## src/hw/fus_pkg.sv

```systemverilog
// Shared constants and types of the flash unlock and program sequencer
package fus_pkg;

  // Register addresses seen on the core's special function bus
  localparam logic [7:0] SFR_KEY_ADDR  = 8'h84;
  localparam logic [7:0] SFR_CTRL_ADDR = 8'h85;

  // Unlock key bytes, in order
  localparam logic [7:0] KEY_FIRST  = 8'h5A;
  localparam logic [7:0] KEY_SECOND = 8'h1F;

  // Control register fields
  localparam int         BIT_EN     = 0;
  localparam int         BIT_ERS    = 1;
  localparam int         BIT_PRE    = 2;
  localparam int         BIT_FAIL   = 4;
  localparam int         BIT_PAGE   = 5;
  localparam logic [7:0] CTRL_WMASK = 8'h27;
  localparam logic [7:0] CTRL_RESET = 8'h00;

  // Array geometry: 128 sectors of 256 bytes, 16 pages of 8 sectors
  localparam int         ADDR_W      = 15;
  localparam int         PAGE_MSB    = 14;
  localparam int         PAGE_LSB    = 11;
  localparam int         PAGES       = 16;
  localparam logic [6:0] LAST_SECTOR = 7'h7F;

  // Page erase time
  localparam int unsigned CLK_KHZ      = 20000;
  localparam int unsigned ERASE_MIN_MS = 120;
  localparam int unsigned ERASE_MAX_MS = 150;
  localparam int unsigned ERASE_CYC    = ERASE_MIN_MS * CLK_KHZ;
  localparam int          CNT_W        = 22;

  typedef enum logic [1:0] {
    KEY_LOCKED   = 2'b00,
    KEY_HALF     = 2'b01,
    KEY_FROZEN   = 2'b10,
    KEY_RELEASED = 2'b11
  } fus_key_type;

  typedef enum logic [1:0] {
    OP_NONE    = 2'b00,
    OP_WRITE   = 2'b01,
    OP_PREPROG = 2'b10,
    OP_ERASE   = 2'b11
  } fus_op_type;

  // Controller register map on AHB-Lite
  localparam logic [7:0] REG_SFR      = 8'h00;
  localparam logic [7:0] REG_XDATA    = 8'h04;
  localparam logic [7:0] REG_STATUS   = 8'h08;
  localparam logic [7:0] REG_IRQ_STAT = 8'h0C;
  localparam logic [7:0] REG_IRQ_MASK = 8'h10;

  localparam int IRQ_DONE    = 0;
  localparam int IRQ_FROZEN  = 1;
  localparam int IRQ_REFUSED = 2;
  localparam int IRQ_W       = 3;

endpackage

```

## src/hw/fus_if.sv

```systemverilog
// Link between the core-side controller and the flash sequencer
`timescale 1ns/1ns
interface fus_if;
  logic                      sfr_wr;
  logic [7:0]                sfr_addr;
  logic [7:0]                sfr_wdata;
  logic                      x_wr;
  logic [fus_pkg::ADDR_W-1:0] x_addr;
  logic [7:0]                x_wdata;
  logic [7:0]                ctrl_rd;
  logic [1:0]                key_state;
  logic                      busy;
  logic                      op_done;

  modport dev (
    input  sfr_wr, sfr_addr, sfr_wdata, x_wr, x_addr, x_wdata,
    output ctrl_rd, key_state, busy, op_done
  );

  modport core (
    output sfr_wr, sfr_addr, sfr_wdata, x_wr, x_addr, x_wdata,
    input  ctrl_rd, key_state, busy, op_done
  );
endinterface

```

## src/hw/fus_flash_dev.sv

```systemverilog
// Flash sequencer: key unlock state machine, control register, array ops
`timescale 1ns/1ns

// Functional notes
// - Keys 0x5A then 0x1F release the flash
// - Wrong or misordered key freezes until reset
// - Control write while released relocks key machine
// - State field: 00 lock,01 half,10 frozen,11 free
// - 0x23 erase, 0x25 preprogram, 0x21 write
// - Software preprograms a page before erasing it
// - Page holding sector 0x7F00~0x7FFF never erased
// - 128 sectors of 256 bytes, 16 pages
// - Page erase lasts between 120 and 150 ms
// - Data write starts armed op while enabled
// - Fail flag bit 4 shows last write or preprogram failure
// - Erase and preprogram act only when enabled
// - Page operations need page enable bit 5
// - Software masks interrupts before self-programming
// - No erase or program unless key released
module fus_flash_dev #(
  parameter int unsigned ERASE_CYCLES = fus_pkg::ERASE_CYC
) (
  input  wire logic                       ref_clk_i,
  input  wire logic                       arst_n_i,
  fus_if.dev                              bus,
  output logic                            arr_start_o,
  output logic [1:0]                      arr_op_o,
  output logic [fus_pkg::ADDR_W-1:0]      arr_addr_o,
  output logic [7:0]                      arr_data_o,
  input  wire logic                       arr_done_i,
  input  wire logic                       arr_fail_i
);

  typedef struct packed {
    fus_pkg::fus_key_type       key;
    logic [7:0]                 ctrl;
    logic                       armed;
    fus_pkg::fus_op_type        op;
    logic                       busy;
    logic [fus_pkg::CNT_W-1:0]  cnt;
    logic                       start;
    logic [fus_pkg::ADDR_W-1:0] addr;
    logic [7:0]                 data;
    logic                       done;
  } fus_dev_state_type;

  localparam fus_dev_state_type STATE_RESET = '{
    key:   fus_pkg::KEY_LOCKED,
    ctrl:  fus_pkg::CTRL_RESET,
    armed: 1'b0,
    op:    fus_pkg::OP_NONE,
    busy:  1'b0,
    cnt:   '0,
    start: 1'b0,
    addr:  '0,
    data:  8'h00,
    done:  1'b0
  };

  localparam logic [fus_pkg::CNT_W-1:0] ERASE_LAST =
    fus_pkg::CNT_W'(ERASE_CYCLES - 1);

  fus_dev_state_type q;
  fus_dev_state_type d;

  logic                       key_wr;
  logic                       ctrl_wr;
  logic                       en;
  logic                       ers;
  logic                       pre;
  logic                       page_en;
  logic                       last_page;
  fus_pkg::fus_op_type        req_op;
  logic [fus_pkg::ADDR_W-1:0] page_base;

  assign key_wr  = bus.sfr_wr && (bus.sfr_addr == fus_pkg::SFR_KEY_ADDR);
  assign ctrl_wr = bus.sfr_wr && (bus.sfr_addr == fus_pkg::SFR_CTRL_ADDR);

  assign en      = q.ctrl[fus_pkg::BIT_EN];
  assign ers     = q.ctrl[fus_pkg::BIT_ERS];
  assign pre     = q.ctrl[fus_pkg::BIT_PRE];
  assign page_en = q.ctrl[fus_pkg::BIT_PAGE];

  // Page that contains the protected last sector
  assign last_page = (bus.x_addr[fus_pkg::PAGE_MSB:fus_pkg::PAGE_LSB] ==
                      fus_pkg::LAST_SECTOR[6:3]);

  assign page_base = {bus.x_addr[fus_pkg::PAGE_MSB:fus_pkg::PAGE_LSB],
                      {fus_pkg::PAGE_LSB{1'b0}}};

  // Operation selected by the armed control value
  always_comb begin
    req_op = fus_pkg::OP_NONE;
    if (en) begin
      if (ers) begin
        if (page_en && !last_page) begin
          req_op = fus_pkg::OP_ERASE;
        end
      end else if (pre) begin
        if (page_en) begin
          req_op = fus_pkg::OP_PREPROG;
        end
      end else begin
        req_op = fus_pkg::OP_WRITE;
      end
    end
  end

  always_comb begin
    d       = q;
    d.start = 1'b0;
    d.done  = 1'b0;

    // Key sequence
    if (key_wr) begin
      case (q.key)
        fus_pkg::KEY_LOCKED: begin
          if (bus.sfr_wdata == fus_pkg::KEY_FIRST) begin
            d.key = fus_pkg::KEY_HALF;
          end else begin
            d.key = fus_pkg::KEY_FROZEN;
          end
        end
        fus_pkg::KEY_HALF: begin
          if (bus.sfr_wdata == fus_pkg::KEY_SECOND) begin
            d.key = fus_pkg::KEY_RELEASED;
          end else begin
            d.key = fus_pkg::KEY_FROZEN;
          end
        end
        fus_pkg::KEY_RELEASED: begin
          d.key = fus_pkg::KEY_FROZEN;
        end
        default: begin
          d.key = fus_pkg::KEY_FROZEN;
        end
      endcase
    end

    // Control write; fail flag is kept, reserved bits stay zero
    if (ctrl_wr && !q.busy) begin
      d.ctrl = (bus.sfr_wdata & fus_pkg::CTRL_WMASK) |
               (q.ctrl & ~fus_pkg::CTRL_WMASK);
      d.armed = 1'b0;
      if (q.key == fus_pkg::KEY_RELEASED) begin
        d.key   = fus_pkg::KEY_LOCKED;
        d.armed = 1'b1;
      end
    end else if (ctrl_wr && (q.key == fus_pkg::KEY_RELEASED)) begin
      d.key = fus_pkg::KEY_LOCKED;
    end

    // Data write starts the armed operation once
    if (bus.x_wr && q.armed && !q.busy && (q.key != fus_pkg::KEY_FROZEN)) begin
      d.armed = 1'b0;
      if (req_op != fus_pkg::OP_NONE) begin
        d.busy  = 1'b1;
        d.start = 1'b1;
        d.op    = req_op;
        d.cnt   = '0;
        d.data  = bus.x_wdata;
        if (req_op == fus_pkg::OP_WRITE) begin
          d.addr = bus.x_addr;
        end else begin
          d.addr = page_base;
        end
      end
    end

    // Running operation
    if (q.busy) begin
      if (q.op == fus_pkg::OP_ERASE) begin
        if (q.cnt == ERASE_LAST) begin
          d.busy = 1'b0;
          d.done = 1'b1;
          d.op   = fus_pkg::OP_NONE;
        end else begin
          d.cnt = q.cnt + 1'b1;
        end
      end else if (arr_done_i) begin
        d.ctrl[fus_pkg::BIT_FAIL] = arr_fail_i;
        d.busy = 1'b0;
        d.done = 1'b1;
        d.op   = fus_pkg::OP_NONE;
      end
    end

    // Frozen flash never runs an operation again
    if (d.key == fus_pkg::KEY_FROZEN) begin
      d.armed = 1'b0;
    end
  end

  always_ff @(posedge ref_clk_i or negedge arst_n_i) begin
    if (!arst_n_i) begin
      q <= STATE_RESET;
    end else begin
      q <= d;
    end
  end

  assign bus.ctrl_rd   = q.ctrl;
  assign bus.key_state = q.key;
  assign bus.busy      = q.busy;
  assign bus.op_done   = q.done;

  assign arr_start_o = q.start;
  assign arr_op_o    = q.op;
  assign arr_addr_o  = q.addr;
  assign arr_data_o  = q.data;

endmodule

```

## src/flat_wrapper.sv

```systemverilog
// flat-port wrapper written by rule: the top's interface ports become plain ports
module fus_flash_dev_flat 
#(
  parameter int unsigned ERASE_CYCLES = fus_pkg::ERASE_CYC
)
  (ref_clk_i, arst_n_i, arr_start_o, arr_op_o, arr_addr_o, arr_data_o, arr_done_i, arr_fail_i, bus_sfr_wr, bus_sfr_addr, bus_sfr_wdata, bus_x_wr, bus_x_addr, bus_x_wdata, bus_ctrl_rd, bus_key_state, bus_busy, bus_op_done);
  fus_if bus_i ();
  input  wire logic ref_clk_i;
  input  wire logic arst_n_i;
  output logic arr_start_o;
  output logic [1:0] arr_op_o;
  output logic [fus_pkg::ADDR_W-1:0] arr_addr_o;
  output logic [7:0] arr_data_o;
  input  wire logic arr_done_i;
  input  wire logic arr_fail_i;
  input wire logic [$bits(bus_i.sfr_wr)-1:0] bus_sfr_wr;
  input wire logic [$bits(bus_i.sfr_addr)-1:0] bus_sfr_addr;
  input wire logic [$bits(bus_i.sfr_wdata)-1:0] bus_sfr_wdata;
  input wire logic [$bits(bus_i.x_wr)-1:0] bus_x_wr;
  input wire logic [$bits(bus_i.x_addr)-1:0] bus_x_addr;
  input wire logic [$bits(bus_i.x_wdata)-1:0] bus_x_wdata;
  output wire logic [$bits(bus_i.ctrl_rd)-1:0] bus_ctrl_rd;
  output wire logic [$bits(bus_i.key_state)-1:0] bus_key_state;
  output wire logic [$bits(bus_i.busy)-1:0] bus_busy;
  output wire logic [$bits(bus_i.op_done)-1:0] bus_op_done;
  assign bus_i.sfr_wr = bus_sfr_wr;
  assign bus_i.sfr_addr = bus_sfr_addr;
  assign bus_i.sfr_wdata = bus_sfr_wdata;
  assign bus_i.x_wr = bus_x_wr;
  assign bus_i.x_addr = bus_x_addr;
  assign bus_i.x_wdata = bus_x_wdata;
  assign bus_ctrl_rd = bus_i.ctrl_rd;
  assign bus_key_state = bus_i.key_state;
  assign bus_busy = bus_i.busy;
  assign bus_op_done = bus_i.op_done;
  fus_flash_dev #(.ERASE_CYCLES(ERASE_CYCLES)) u_core (.ref_clk_i(ref_clk_i), .arst_n_i(arst_n_i), .bus(bus_i), .arr_start_o(arr_start_o), .arr_op_o(arr_op_o), .arr_addr_o(arr_addr_o), .arr_data_o(arr_data_o), .arr_done_i(arr_done_i), .arr_fail_i(arr_fail_i));
endmodule
```

## config.mk

```make
export PLATFORM = sky130hd
export DESIGN_NAME = fus_flash_dev_flat
export DESIGN_NICKNAME = d
export VERILOG_FILES = /design/src/hw/fus_pkg.sv /design/src/hw/fus_if.sv /design/src/hw/fus_flash_dev.sv /design/src/flat_wrapper.sv
export SDC_FILE = /design/constraint.sdc
export NUM_CORES = 1
export LEC_CHECK = 0
export BUFFER_PORTS_ARGS = -buffer_cell sky130_fd_sc_hd__buf_2
export CAP_MARGIN = 0
export CELL_PAD_IN_SITES_DETAIL_PLACEMENT = 2
export CELL_PAD_IN_SITES_GLOBAL_PLACEMENT = 2
export CORE_MARGIN = 5
export CORE_UTILIZATION = 33
export DETAILED_ROUTE_END_ITERATION = 16
export PLACE_DENSITY_LB_ADDON = 0.1
export REMOVE_ABC_BUFFERS = 1
export SLEW_MARGIN = 20
export SYNTH_ARGS = -nofsm -noshare
export SYNTH_HDL_FRONTEND = slang
export SYNTH_SLANG_ARGS = --single-unit
```

## constraint.sdc

```tcl
create_clock -name ref_clk_i -period 5.21 [get_ports ref_clk_i]
set_clock_uncertainty 0.1 [all_clocks]
set_input_delay 1.042 -clock ref_clk_i [delete_from_list [all_inputs] [get_ports ref_clk_i]]
set_output_delay 1.042 -clock ref_clk_i [all_outputs]
set_load 0.005 [all_outputs]
```

Word-level counts from Yosys, hierarchy flattened
Cells that the tools add are included.
Word-level totals
  register bits after elaboration: 61
  input port bits: 45
  output and inout port bits: 38
  logic and storage cells: 70
Cells by class
  add/sub/neg operators: 1
  eq/ne operators: 12
  mux-type cells: 31
  bitwise operators: 1
  reduce and logical (&&, ||, !) cells: 14
Operators with widths (number)
  50-bit 2-to-1 mux: 1
  49-bit 2-to-1 mux: 1
  22-bit 2-to-1 mux: 2
  25-bit 2-to-1 mux: 1
  22-bit by 1-bit adder with 22-bit output, second input constant: 1
  22-bit equality test, second input constant: 1
  2-bit 2-to-1 mux: 10
  8-bit equality test, second input constant: 2
  11-bit 2-to-1 mux: 1
  1-bit 2-to-1 mux: 10
  3-bit 2-to-1 mux: 3
  8-bit by 5-bit equality test with 1-bit output, second input constant: 1
  8-bit by 7-bit equality test with 1-bit output, second input constant: 1
  1-bit logical AND: 8
  6-bit by 8-bit bitwise OR with 8-bit output: 1
  2-bit equality test, second input constant: 3
  6-bit 2-to-1 mux: 1
  2-bit by 1-bit equality test with 1-bit output, second input constant: 2
  4-bit equality test, second input constant: 1
  2-bit one-hot mux with 2 select lines: 1
  3-bit nonzero test: 1
  1-bit logical NOT: 2
  2-bit logical NOT: 1
  2-bit != test, second input constant: 1
  other kinds (2): 2

Longest topological paths before layout
Gate-level depths: netlist (run 1).
  depth after elaboration: 13
  gate-level depth with buffers: 9
  depth with buffers taken out: 6

Worst setup path before layout (run 1)
Ideal clock, no wire load.
  kind: input to register
  start: input bus_sfr_addr[3]
  end: register u_core.q[50] in the netlist's numbering
  library setup time: 0.140 ns
  arrival time: 2.451 ns
  data required time: 4.970 ns
  path slack: 2.519 ns
  stages: 6
  path buffers: 1
  path through: or4b_1 > or4_1 > buf_2 > o211a_1 > a31oi_1 > a211oi_2
On the way
  word-level cells in the longest chain between the ends: 7
  elaborated cells on any way between the ends: 13
  those cells by class: 3 x eq/ne; 5 x mux; 5 x reduce/logical
RTL lines
  start: declaration: RTL line flat_wrapper.sv:17  | input wire logic [$bits(bus_i.sfr_addr)-1:0] bus_sfr_addr;
  8-bit equality test (on tied branches): RTL line fus_flash_dev.sv:76, fus_flash_dev.sv:77
  1-bit logical AND (on tied branches): RTL line fus_flash_dev.sv:76, fus_flash_dev.sv:77
  2-bit 2-to-1 mux or 1-bit logical AND (tied branches): RTL line fus_flash_dev.sv:115, fus_flash_dev.sv:149
  2-bit 2-to-1 mux (on tied branches): RTL line fus_flash_dev.sv:149, fus_flash_dev.sv:145
  2-bit 2-to-1 mux: RTL line fus_flash_dev.sv:141  | if (ctrl_wr && !q.busy) begin
  2-bit equality test: RTL line fus_flash_dev.sv:189  | if (d.key == fus_pkg::KEY_FROZEN) begin
  3-bit nonzero test (no source line) or 1-bit 2-to-1 mux (tied branches)
  end signal: assignment: RTL line fus_flash_dev.sv:196  | q <= STATE_RESET;
  end signal: assignment: RTL line fus_flash_dev.sv:198  | q <= d;
  end: declaration: RTL line fus_flash_dev.sv:63  | fus_dev_state_type q;
Several ways; a longest one is shown, not always the timed one.
A chain may end at the register's enable or synchronous reset.

Worst setup path after layout (run 1)
  start: input bus_x_addr[13]
  end: register u_core.q, in the netlist u_core.arr_addr_o[2]
On the way
  word-level cells in the longest chain between the ends: 8
  elaborated cells on any way between the ends: 10
  those cells by class: 2 x eq/ne; 4 x mux; 4 x reduce/logical
RTL lines
  start: declaration: RTL line flat_wrapper.sv:20  | input wire logic [$bits(bus_i.x_addr)-1:0] bus_x_addr;
  4-bit equality test *: RTL line fus_flash_dev.sv:85  | assign last_page = (bus.x_addr[fus_pkg::PAGE_MSB:fus_pkg::PAGE_LSB] ==
  1-bit logical NOT *: RTL line fus_flash_dev.sv:96  | if (page_en && !last_page) begin
  1-bit logical AND *: RTL line fus_flash_dev.sv:96
  2-bit 2-to-1 mux *: RTL line fus_flash_dev.sv:96
  2-bit 2-to-1 mux *: RTL line fus_flash_dev.sv:95  | if (ers) begin
  2-bit 2-to-1 mux *: RTL line fus_flash_dev.sv:94  | if (en) begin
  2-bit by 1-bit equality test with 1-bit output or 2-bit nonzero test (tied branches): RTL line fus_flash_dev.sv:162, fus_flash_dev.sv:156
  11-bit 2-to-1 mux or 2-bit AND reduction (tied branches)
Mark *: on every way between the ends. The rest lies on a longest branch, timed or not.

==> results.md, run 1 <==
Die:
- The die covers between 10000 and 15000 sq um.
- The die is about 110 um wide.
- The floorplan die height is between 100 and 150 um.
- After floorplanning, the core was divided into 35 placement rows.
- The top-level port count is 83.
- The core area is 9060 sq um.
- For this configuration, the core starts out at a cell density of 33.3%.

Critical path:
- STA classifies the critical path endpoint as a flop.
- The start-to-end type of the worst setup path is in -> reg.
- The slowest stage of the critical path belongs to the cell or3_1.
- The largest fanout on the critical path is 29.
- The number of buffers and inverters on the critical path is 2.
- The family of cells with the greatest summed delay on the critical path is simple AND/OR/NAND/NOR gates.
- Traced cell by cell, the critical path runs through buf_2, nand4_1, a21boi_0, or3_1, clkinv_2, nand3_1, nand2_1.
- The worst setup path is launched from a primary input.
- The arrival time at the worst endpoint is 3120 ps.
- The required time of the worst setup path is 5330 ps.
- The biggest cell delay along the critical path is 640 ps.

Logic synthesis:
- The top flip-flop cell by instance count after synthesis is dfrtp_1.
- The proportion of synthesized flip-flops having asynchronous set or reset is 100%.
- The sequential cell area fraction in the yosys report is 48.1%.
- After synthesis, the mean cell area works out to 9.20 sq um.
- The number of synthesized flops with an enable pin is 0.
- The synthesized area is 3020 sq um.
- The number of different library cells used by synthesis comes to 46.
- Yosys instantiated no cell more often than nand2_1.
- The post-synthesis sequential element count is 58.
- The number of warning messages in the yosys log is 0.
- The number of standard cells after synthesis is approximately 330.
- The cell type contributing the most total cell area after synthesis is dfrtp_1.
- Sorting the synthesized cells by area gives the leading types as dfrtp_1 (48%), nand2_1 (10%), buf_4 (9.0%), nand3_1 (4.8%), mux2i_1 (2.3%).
- The commonest cells after synthesis are nand2_1 (82), dfrtp_1 (58), buf_4 (36).
- The portion of synthesized cell area occupied by the leading cell type is 48.1%.

Place:
- The placer's final routability congestion estimate is around 0.69.
- Buffers placed on the I/O ports in this run total 79.
- After legalization and detailed placement, the total HPWL measured 6010 um.
- Counting tap cells, the placed design contains a total of 478 instances.

Timing:
- After layout, the minimum clock period comes to 3000 ps.
- In the final timing run, aggregate negative setup slack is 0 ps.
- Measured against its own limit, the worst slew margin works out to between 40% and 50%.
- Dividing the final minimum period by the clock period gives between 50% and 60%.
- Setup violations remaining at the end of the flow were counted as 0.
- The transition at the pin with the smallest max-transition slack is 787 ps.
- The final hold violation count is 0.
- The number of pins with negative max-slew slack in the final report is 0.
- Static timing analysis puts the maximum clock frequency at between 300 and 400 MHz.
- Setup repair after global routing left no endpoint under its margin.

Global routing:
- The wire length of the first global-routing pass is 14100 um.
- After global routing the overflow that remains totals 0.
- The number of antenna violations at the first check in global routing is 0.
- The pin count of the biggest net entering global routing is just under 60.
- Global routing used 15.8% of the available tracks.
- The via count of the first global-routing pass is 2770.

Layout:
- The area growth from synthesis to layout is 13.0%.
- The final non-filler cell total is 493.
- In the final layout, the multi-input gates occupy ~1200 sq um.
- The share of final-layout standard cells stronger than drive strength 1 is 27.7%.
- Summing all flip-flop and latch instances after layout gives about 1500 sq um.
- The post-layout net count is approximately 420.
- The antenna diode count is 0.
- Fill cells in the final layout number 1032.

Clock tree:
- The clock edge transition at the registers on the reported setup and hold paths is 70 ps.
- After clock tree synthesis, the setup repair step added 0 buffers.
- TritonCTS created 9 clock buffers.
- For the worst-skew pair, the clock arrives at the later sink with an insertion delay of 330 ps.
- Post-CTS repair changed the size of 0 cells.
- The quantity of hold-fixing buffers added after cts is 0.
- The level count of the clock H-tree is 3.
- The clock passes through at most 2 buffers.
- The TritonCTS sink count is just under 60.
- The CTS tree is yes.
- The cell sitting at the root of the clock tree is a clkbuf_8.

Pwr:
- Overall power consumption after layout is estimated at 902 uW.
- The leakage power figure is 1.82 nW.
- For this design the ratio of total power to cell area is between 200 and 300 nW/um^2.
- The worst-case IR drop observed on VDD is just over 0.00008 V.

Route:
- The post-detailed-route via-to-cell ratio is 5.07.
- The routed layout has 2500 vias.
- The wire length reported by the detailed router is 8330 um.
- The number of detailed-route iterations in the first pass is 4.
- In this run the remaining antenna-violating nets after routing total 0.
- In this run, the number of DRC markers left after iteration 0 of detailed routing was 41.
- After detailed routing, the number of remaining DRC violations is 0.
- The average detailed-routed wire length per instance is between 15 and 20 um.

Status:
- The run finished with clean final reports.

Min path:
- The tightest min-delay check is of the reg -> reg type.

Flow run:
- Across the run, the number of max-cap violations was 0.
[state kept, by name, summed over array words and instances (netlist names)]
signal and count:
u_core.arr_addr_o 15, u_core.arr_start_o 1, u_core.arr_data_o 8, u_core.arr_op_o 2
u_core.bus.key_state 2, u_core.bus.busy 1, u_core.bus.ctrl_rd 5, u_core.bus.op_done 1
u_core.q 23
[final timing paths]
kind / cells after the start / startpoint / slack (ps) / to
max: 7 / bus_x_addr[13] / 2210 / u_core.arr_addr_o[2]
max reg2reg: 6 / u_core.bus.busy / 2600 / u_core.arr_addr_o[2]
min reg2reg: 2 / u_core.arr_addr_o[10] / 360 / u_core.arr_addr_o[10]
max in group asynchronous: 2 / arst_n_i / 3710 / u_core.q[39]
min: 2 / u_core.arr_addr_o[10] / 360 / u_core.arr_addr_o[10]
min in group asynchronous: 2 / arst_n_i / 780 / u_core.arr_data_o[4]
[cell usage in the layout, fill, tap and decap left out, types with 3 or more instances in the layout]
master	netlist	final
o21ai_0	7	7
buf_4	36	3
xor2_1	3	3
inv_1	7	7
nor4_1	3	3
nand2_1	82	82
nor3_1	8	8
o31ai_1	7	7
mux2_2	5	5
and4_1	3	3
nand4_1	8	8
clkbuf_8	0	11
clkinv_2	1	4
mux2i_1	7	7
dfrtp_1	58	58
conb_1	1	3
nand3_1	29	29
nor2_1	17	17
o211ai_1	6	6
buf_2	3	79
and3_1	5	5
[power breakdown]
group	switching (mW)	internal (mW)	leakage [nW]
Combinational	0.0339	0.0275	1.03
Sequential	0.00932	0.460	0.698
Clock	0.178	0.194	0.0920
[tightest hold or removal path, cell delays in order, from the launching register on]
cell     delay [ps]
dfrtp_1         340
nand2_1          50
nand2_1          50
[cells by family (layout without fill, tap and decap cells)]
kind of cell	Yosys count	in the layout	synth area share, %
and+or+nand+nor	170	170	27.0
DFF	58	58	48.1
buffers and inverters	53	105	12.4
AOI/OAI and AO/OA	29	29	6.63
muxes	12	12	4.19
xor gates and xnor gates	4	4	1.16
adders and majority gates	1	1	0.414
other	1	3	0.124
[final cells by class]
class / count / share of cell area [%]
Timing Repair Buffer: 82 / 12.3
Clock inverter: 3 / 0.440
Sequential cell: 58 / 42.6
Multi-Input combinational cell: 219 / 35.2
Inverter: 8 / 0.917
Tap cell: 111 / 4.07
Clock buffer: 12 / 4.55
[per-stage QoR]
| step | instance area (sq um) | hold WS, ps | utilization [%] | worst slack (ps) |
|---|---|---|---|---|
| floorplan | 2680 | 338 | - | 2070 |
| global placement | 3240 | 349 | 35.7 | 1910 |
| detailed placement | 3240 | 355 | 35.7 | 1810 |
| CTS | 3410 | 370 | 37.6 | 2170 |
| global route | 3410 | 400 | 37.6 | 1910 |
| finish | 3410 | 362 | 37.6 | 2210 |
[layer usage]
layer	wire, um	global-route usage, %	up-vias
met5	0	0	-
met4	104	4.72	0
met3	386	4.72	9
met2	4310	27.3	47
met1	3530	18.9	1253
li1	-	-	1191
Power figures use the tool's default switching activity.
==> inputs of run 2 (changes only) <==
--- a/config.mk
+++ b/config.mk
@@ -5,12 +5,13 @@
 export SDC_FILE = /design/constraint.sdc
 export NUM_CORES = 1
 export LEC_CHECK = 0
+export ABC_AREA = 1
 export BUFFER_PORTS_ARGS = -buffer_cell sky130_fd_sc_hd__buf_2
 export CAP_MARGIN = 0
 export CELL_PAD_IN_SITES_DETAIL_PLACEMENT = 2
 export CELL_PAD_IN_SITES_GLOBAL_PLACEMENT = 2
 export CORE_MARGIN = 5
-export CORE_UTILIZATION = 33
+export CORE_UTILIZATION = 29
 export DETAILED_ROUTE_END_ITERATION = 16
 export PLACE_DENSITY_LB_ADDON = 0.1
 export REMOVE_ABC_BUFFERS = 1
==> constraint.sdc (replaced) <==
create_clock -name ref_clk_i -period 2.9 [get_ports ref_clk_i]
set_clock_uncertainty 0.1 [all_clocks]
set_input_delay 0.58 -clock ref_clk_i [delete_from_list [all_inputs] [get_ports ref_clk_i]]
set_output_delay 0.58 -clock ref_clk_i [all_outputs]
set_load 0.005 [all_outputs]
==> results.md, run 2 <==
Logic synthesis:
- The synthesized area was 3540 sq um (+17%).
- The number of distinct library cell variants in the gate-level netlist after synthesis is 30 (-35%).
- The number of synthesized flops with an enable pin is 0 (unchanged).
- The post-synthesis sequential element count is 58 (unchanged).
- The number of standard cells after synthesis is 503 (+53%).
- The average size of a mapped cell is 7.05 sq um (-23%).
- After synthesis, the cell types taking the most area are dfrtp_1 (41%), nand2_1 (18%), nand3_1 (8.5%), buf_4 (7.4%), inv_1 (5.4%).
- The cell type contributing the most total cell area after synthesis is dfrtp_1.
- The leading cell type by number of instances after synthesis is nand2_1.
- The number of warning messages in the yosys log was 0 (unchanged).
- The top flip-flop cell by instance count after synthesis is dfrtp_1.
- The sequential cell area fraction in the yosys report was 40.9% (-7.1 points).
- The portion of synthesized cell area occupied by the leading cell type is 40.9% (-7.1 points).
- By count the netlist is led by nand2_1 (169), nand3_1 (60), dfrtp_1 (58).
- The proportion of synthesized flip-flops having asynchronous set or reset is 100% (unchanged).

Critical path:
- The largest fanout on the critical path was 11 (-62%).
- The cell count of the worst reg-to-reg path is 8 (+2).
- The element type at the critical path end is a flop.
- The required time of the worst setup path is 3020 ps (-2310 ps).
- The start-to-end type of the worst setup path is reg -> reg.
- The critical path startpoint category is a flop.
- The arrival time at the worst endpoint came to 2230 ps (-890 ps).

Timing:
- The post-route minimum period is 2110 ps.
- The final setup violation count is 0 (unchanged).
- Derived from the worst setup path, the maximum achievable clock frequency is 473 MHz.
- The worst slew margin relative to its limit is 45.8% (-1.7 points).
- The least setup slack across all paths after layout is 788 ps (-1420 ps).
- The share of the clock period used by the worst path after layout is roughly 73%.
- The final hold violation count was 0 (unchanged).
- The number of pins with negative max-slew slack in the final report is 0 (unchanged).
- The transition at the pin with the smallest max-transition slack is 810 ps (+22.7 ps).
- The total negative slack is 0 ps (unchanged).
- Setup repair after global routing left no endpoint under its margin.

Clock tree:
- The level count of the clock H-tree is 3 (unchanged).
- The clock edge transition at the registers on the reported setup and hold paths is 50 ps (-20 ps).
- The TritonCTS sink count is 58 (unchanged).
- The number of buffers between clock root and the deepest sink is 2 (unchanged).
- The later-pin clock latency in the skew report is 340 ps (about the same).
- The total of cells resized after clock tree synthesis came to 0 (unchanged).
- TritonCTS built the clock tree.
- The number of buffers created by CTS is 9 (unchanged).
- The buffer count from post-CTS setup fixing is 0 (unchanged).
- The quantity of hold-fixing buffers added after cts is 0 (unchanged).
- The clock tree root driver cell is clkbuf_16.

Status:
- The run finished with clean final reports.

Die:
- The number of rows created at floorplan was 40 (+14%).
- The top-level port count is 83 (unchanged).
- The initial standard-cell utilization of the core was 29.5% (-3.8 points).
- The horizontal die dimension was 121 um (+14%).
- The floorplan die height is 121 um (+14%).
- The core area is 12000 sq um (+33%).
- The die area was 14500 sq um (+30%).

Place:
- The number of placed instances, taps included was 688 (+44%).
- The number of port buffers is 79 (unchanged).
- The worst slack at placement is 574 ps (-1240 ps).
- The estimated wirelength of the detail-placed design is 8570 um (+43%).
- The placer's final routability congestion estimate came to 0.799 (+16%).

Layout:
- Leaving out fill and tap cells, the most frequent cells in the layout are nand2_1 (169), buf_2 (79), nand3_1 (60).
- The filler cell count is 1437 (+39%).
- The share of final-layout standard cells stronger than drive strength 1 was 20.8% (-6.9 points).
- The register containing the most flip-flops in the final layout is u_core.q.
- The final core utilization came to 34.4% (-3.3 points).
- The final non-filler cell total is 704 (+43%).
- The number of flip-flops under the largest register name was 23 (unchanged).
- The antenna diode count is 0 (unchanged).
- The area growth from synthesis to layout is 16.4%.
- The post-layout net count is 598 (+41%).
- The commonest non-fill, non-tap cell in the layout is nand2_1.

Route:
- The number of detailed-route iterations in the first pass is 6 (+2).
- The post-detailed-route via-to-cell ratio is 4.76 (-6.1%).
- The average detailed-routed wire length per instance is 16.2 um (-4.0%).
- The final antenna-violating net count was 0 (unchanged).
- The detailed-route DRC error count is 0 (unchanged).
- The wire length reported by the detailed router is 11400 um (+37%).
- The detailed router's first-iteration violation count was 87 (+110%).
- The count of vias placed by the detailed router is 3352 (+34%).

Global routing:
- The global route total overflow is 0 (unchanged).
- The routing usage on met2 is 28.7% (+1.4 points).
- The met1 capacity usage during global routing is 19.5% (+0.60 points).
- The met3 layer usage reported by global route is 5.29% (+0.57 points).
- The wire length of the first global-routing pass is 19100 um (+35%).
- The most utilized layer in the global route result is met2.
- The pin count of the biggest net entering global routing was 59 (unchanged).
- The number of antenna violations at the first check in global routing is 0 (unchanged).
- The total global routing track utilization was 16.6% (+0.86 points).
- The via count of the first global-routing pass came to 3802 (+37%).

Pwr:
- The power density of the placed cells is 531 nW/um^2 (+100%).
- The worst vdd rail ir drop is 0.000205 V (+150%).
- The leakage power figure is 2.26 nW (+24%).
- The post-layout total power is 2.19 mW (+140%).

Min path:
- The tightest min-delay check is of the in -> async type.

Flow run:
- The max-capacitance violation count was 0 (unchanged).
==> run 2: cell count changes after synthesis, sizes merged, moves of 5 or more <==
cell    previous run  this run
o211ai             6         0
o21ai              8        14
nand3             29        63
inv                7        56
nand4              8        17
mux2i              7         0
o31ai              7         0
nor2              17        54
mux2               5         0
nand2             82       173
and3               5         0
==> run 2: area by class of cell <==
class                      count  area [sq um]  share of cell area (%)
multi-input combinational    343          1540                    37.2
sequential                    58          1450                    35.2
timing repair buffer          84           433                    10.5
clock buffer                  11           233                    5.64
inverter                      56           210                    5.09
tap                          147           184                    4.46
clock inverter                 5          78.8                    1.91
==> run 2: stage by stage <==
step,hold slack [ps],area [sq um]
finish,315,4130
global route,344,4130
floorplan,184,3200
global placement,350,3810
CTS,330,4130
detailed placement,363,3810
==> run 2: worst paths after layout <==
kind / start / endpoint / slack [ps]
setup / recovery: u_core.q[25] / u_core.q[26] / 790
hold / removal: arst_n_i / u_core.q[29] / 310
setup reg to reg: u_core.q[25] / u_core.q[26] / 790
hold reg to reg: u_core.arr_data_o[6] / u_core.arr_data_o[6] / 370
max in group asynchronous: arst_n_i / u_core.bus.ctrl_rd[1] / 1850
min in group ref_clk_i: bus_x_wdata[4] / u_core.arr_data_o[4] / 340
==> run 2: critical path, stage by stage, from the launching register on <==
cell and delay (ps):
dfrtp_1 450, ha_1 290, nand3_2 140, nor2_4 180, nand3_2 100, nand2_1 360, inv_1 180, nand2_1 120
nand2_1 70
==> run 2: cell families (layout without fill, tap and decap cells) <==
family	after synthesis	after routing	synth area share (%)
compound gates	20	20	3.11
fa+ha+maj	1	1	0.353
buf+inv	104	156	15.9
other cells	1	3	0.106
flops	58	58	40.9
xor+xnor	1	1	0.247
simple gates	318	318	39.3
==> run 2: where the power goes <==
group	leakage (nW)	switching, mW	internal (mW)
Combinational	1.34	0.0996	0.0711
Clock	0.153	0.393	0.750
Sequential	0.765	0.0359	0.843
Total	2.26	0.528	1.66
==> run 2: layer usage <==
layer | vias to the layer above | routed length, um
li1 | 1639 | -
met1 | 1630 | 4940
met2 | 70 | 5710
met3 | 13 | 602
met4 | 0 | 171
met5 | - | 0
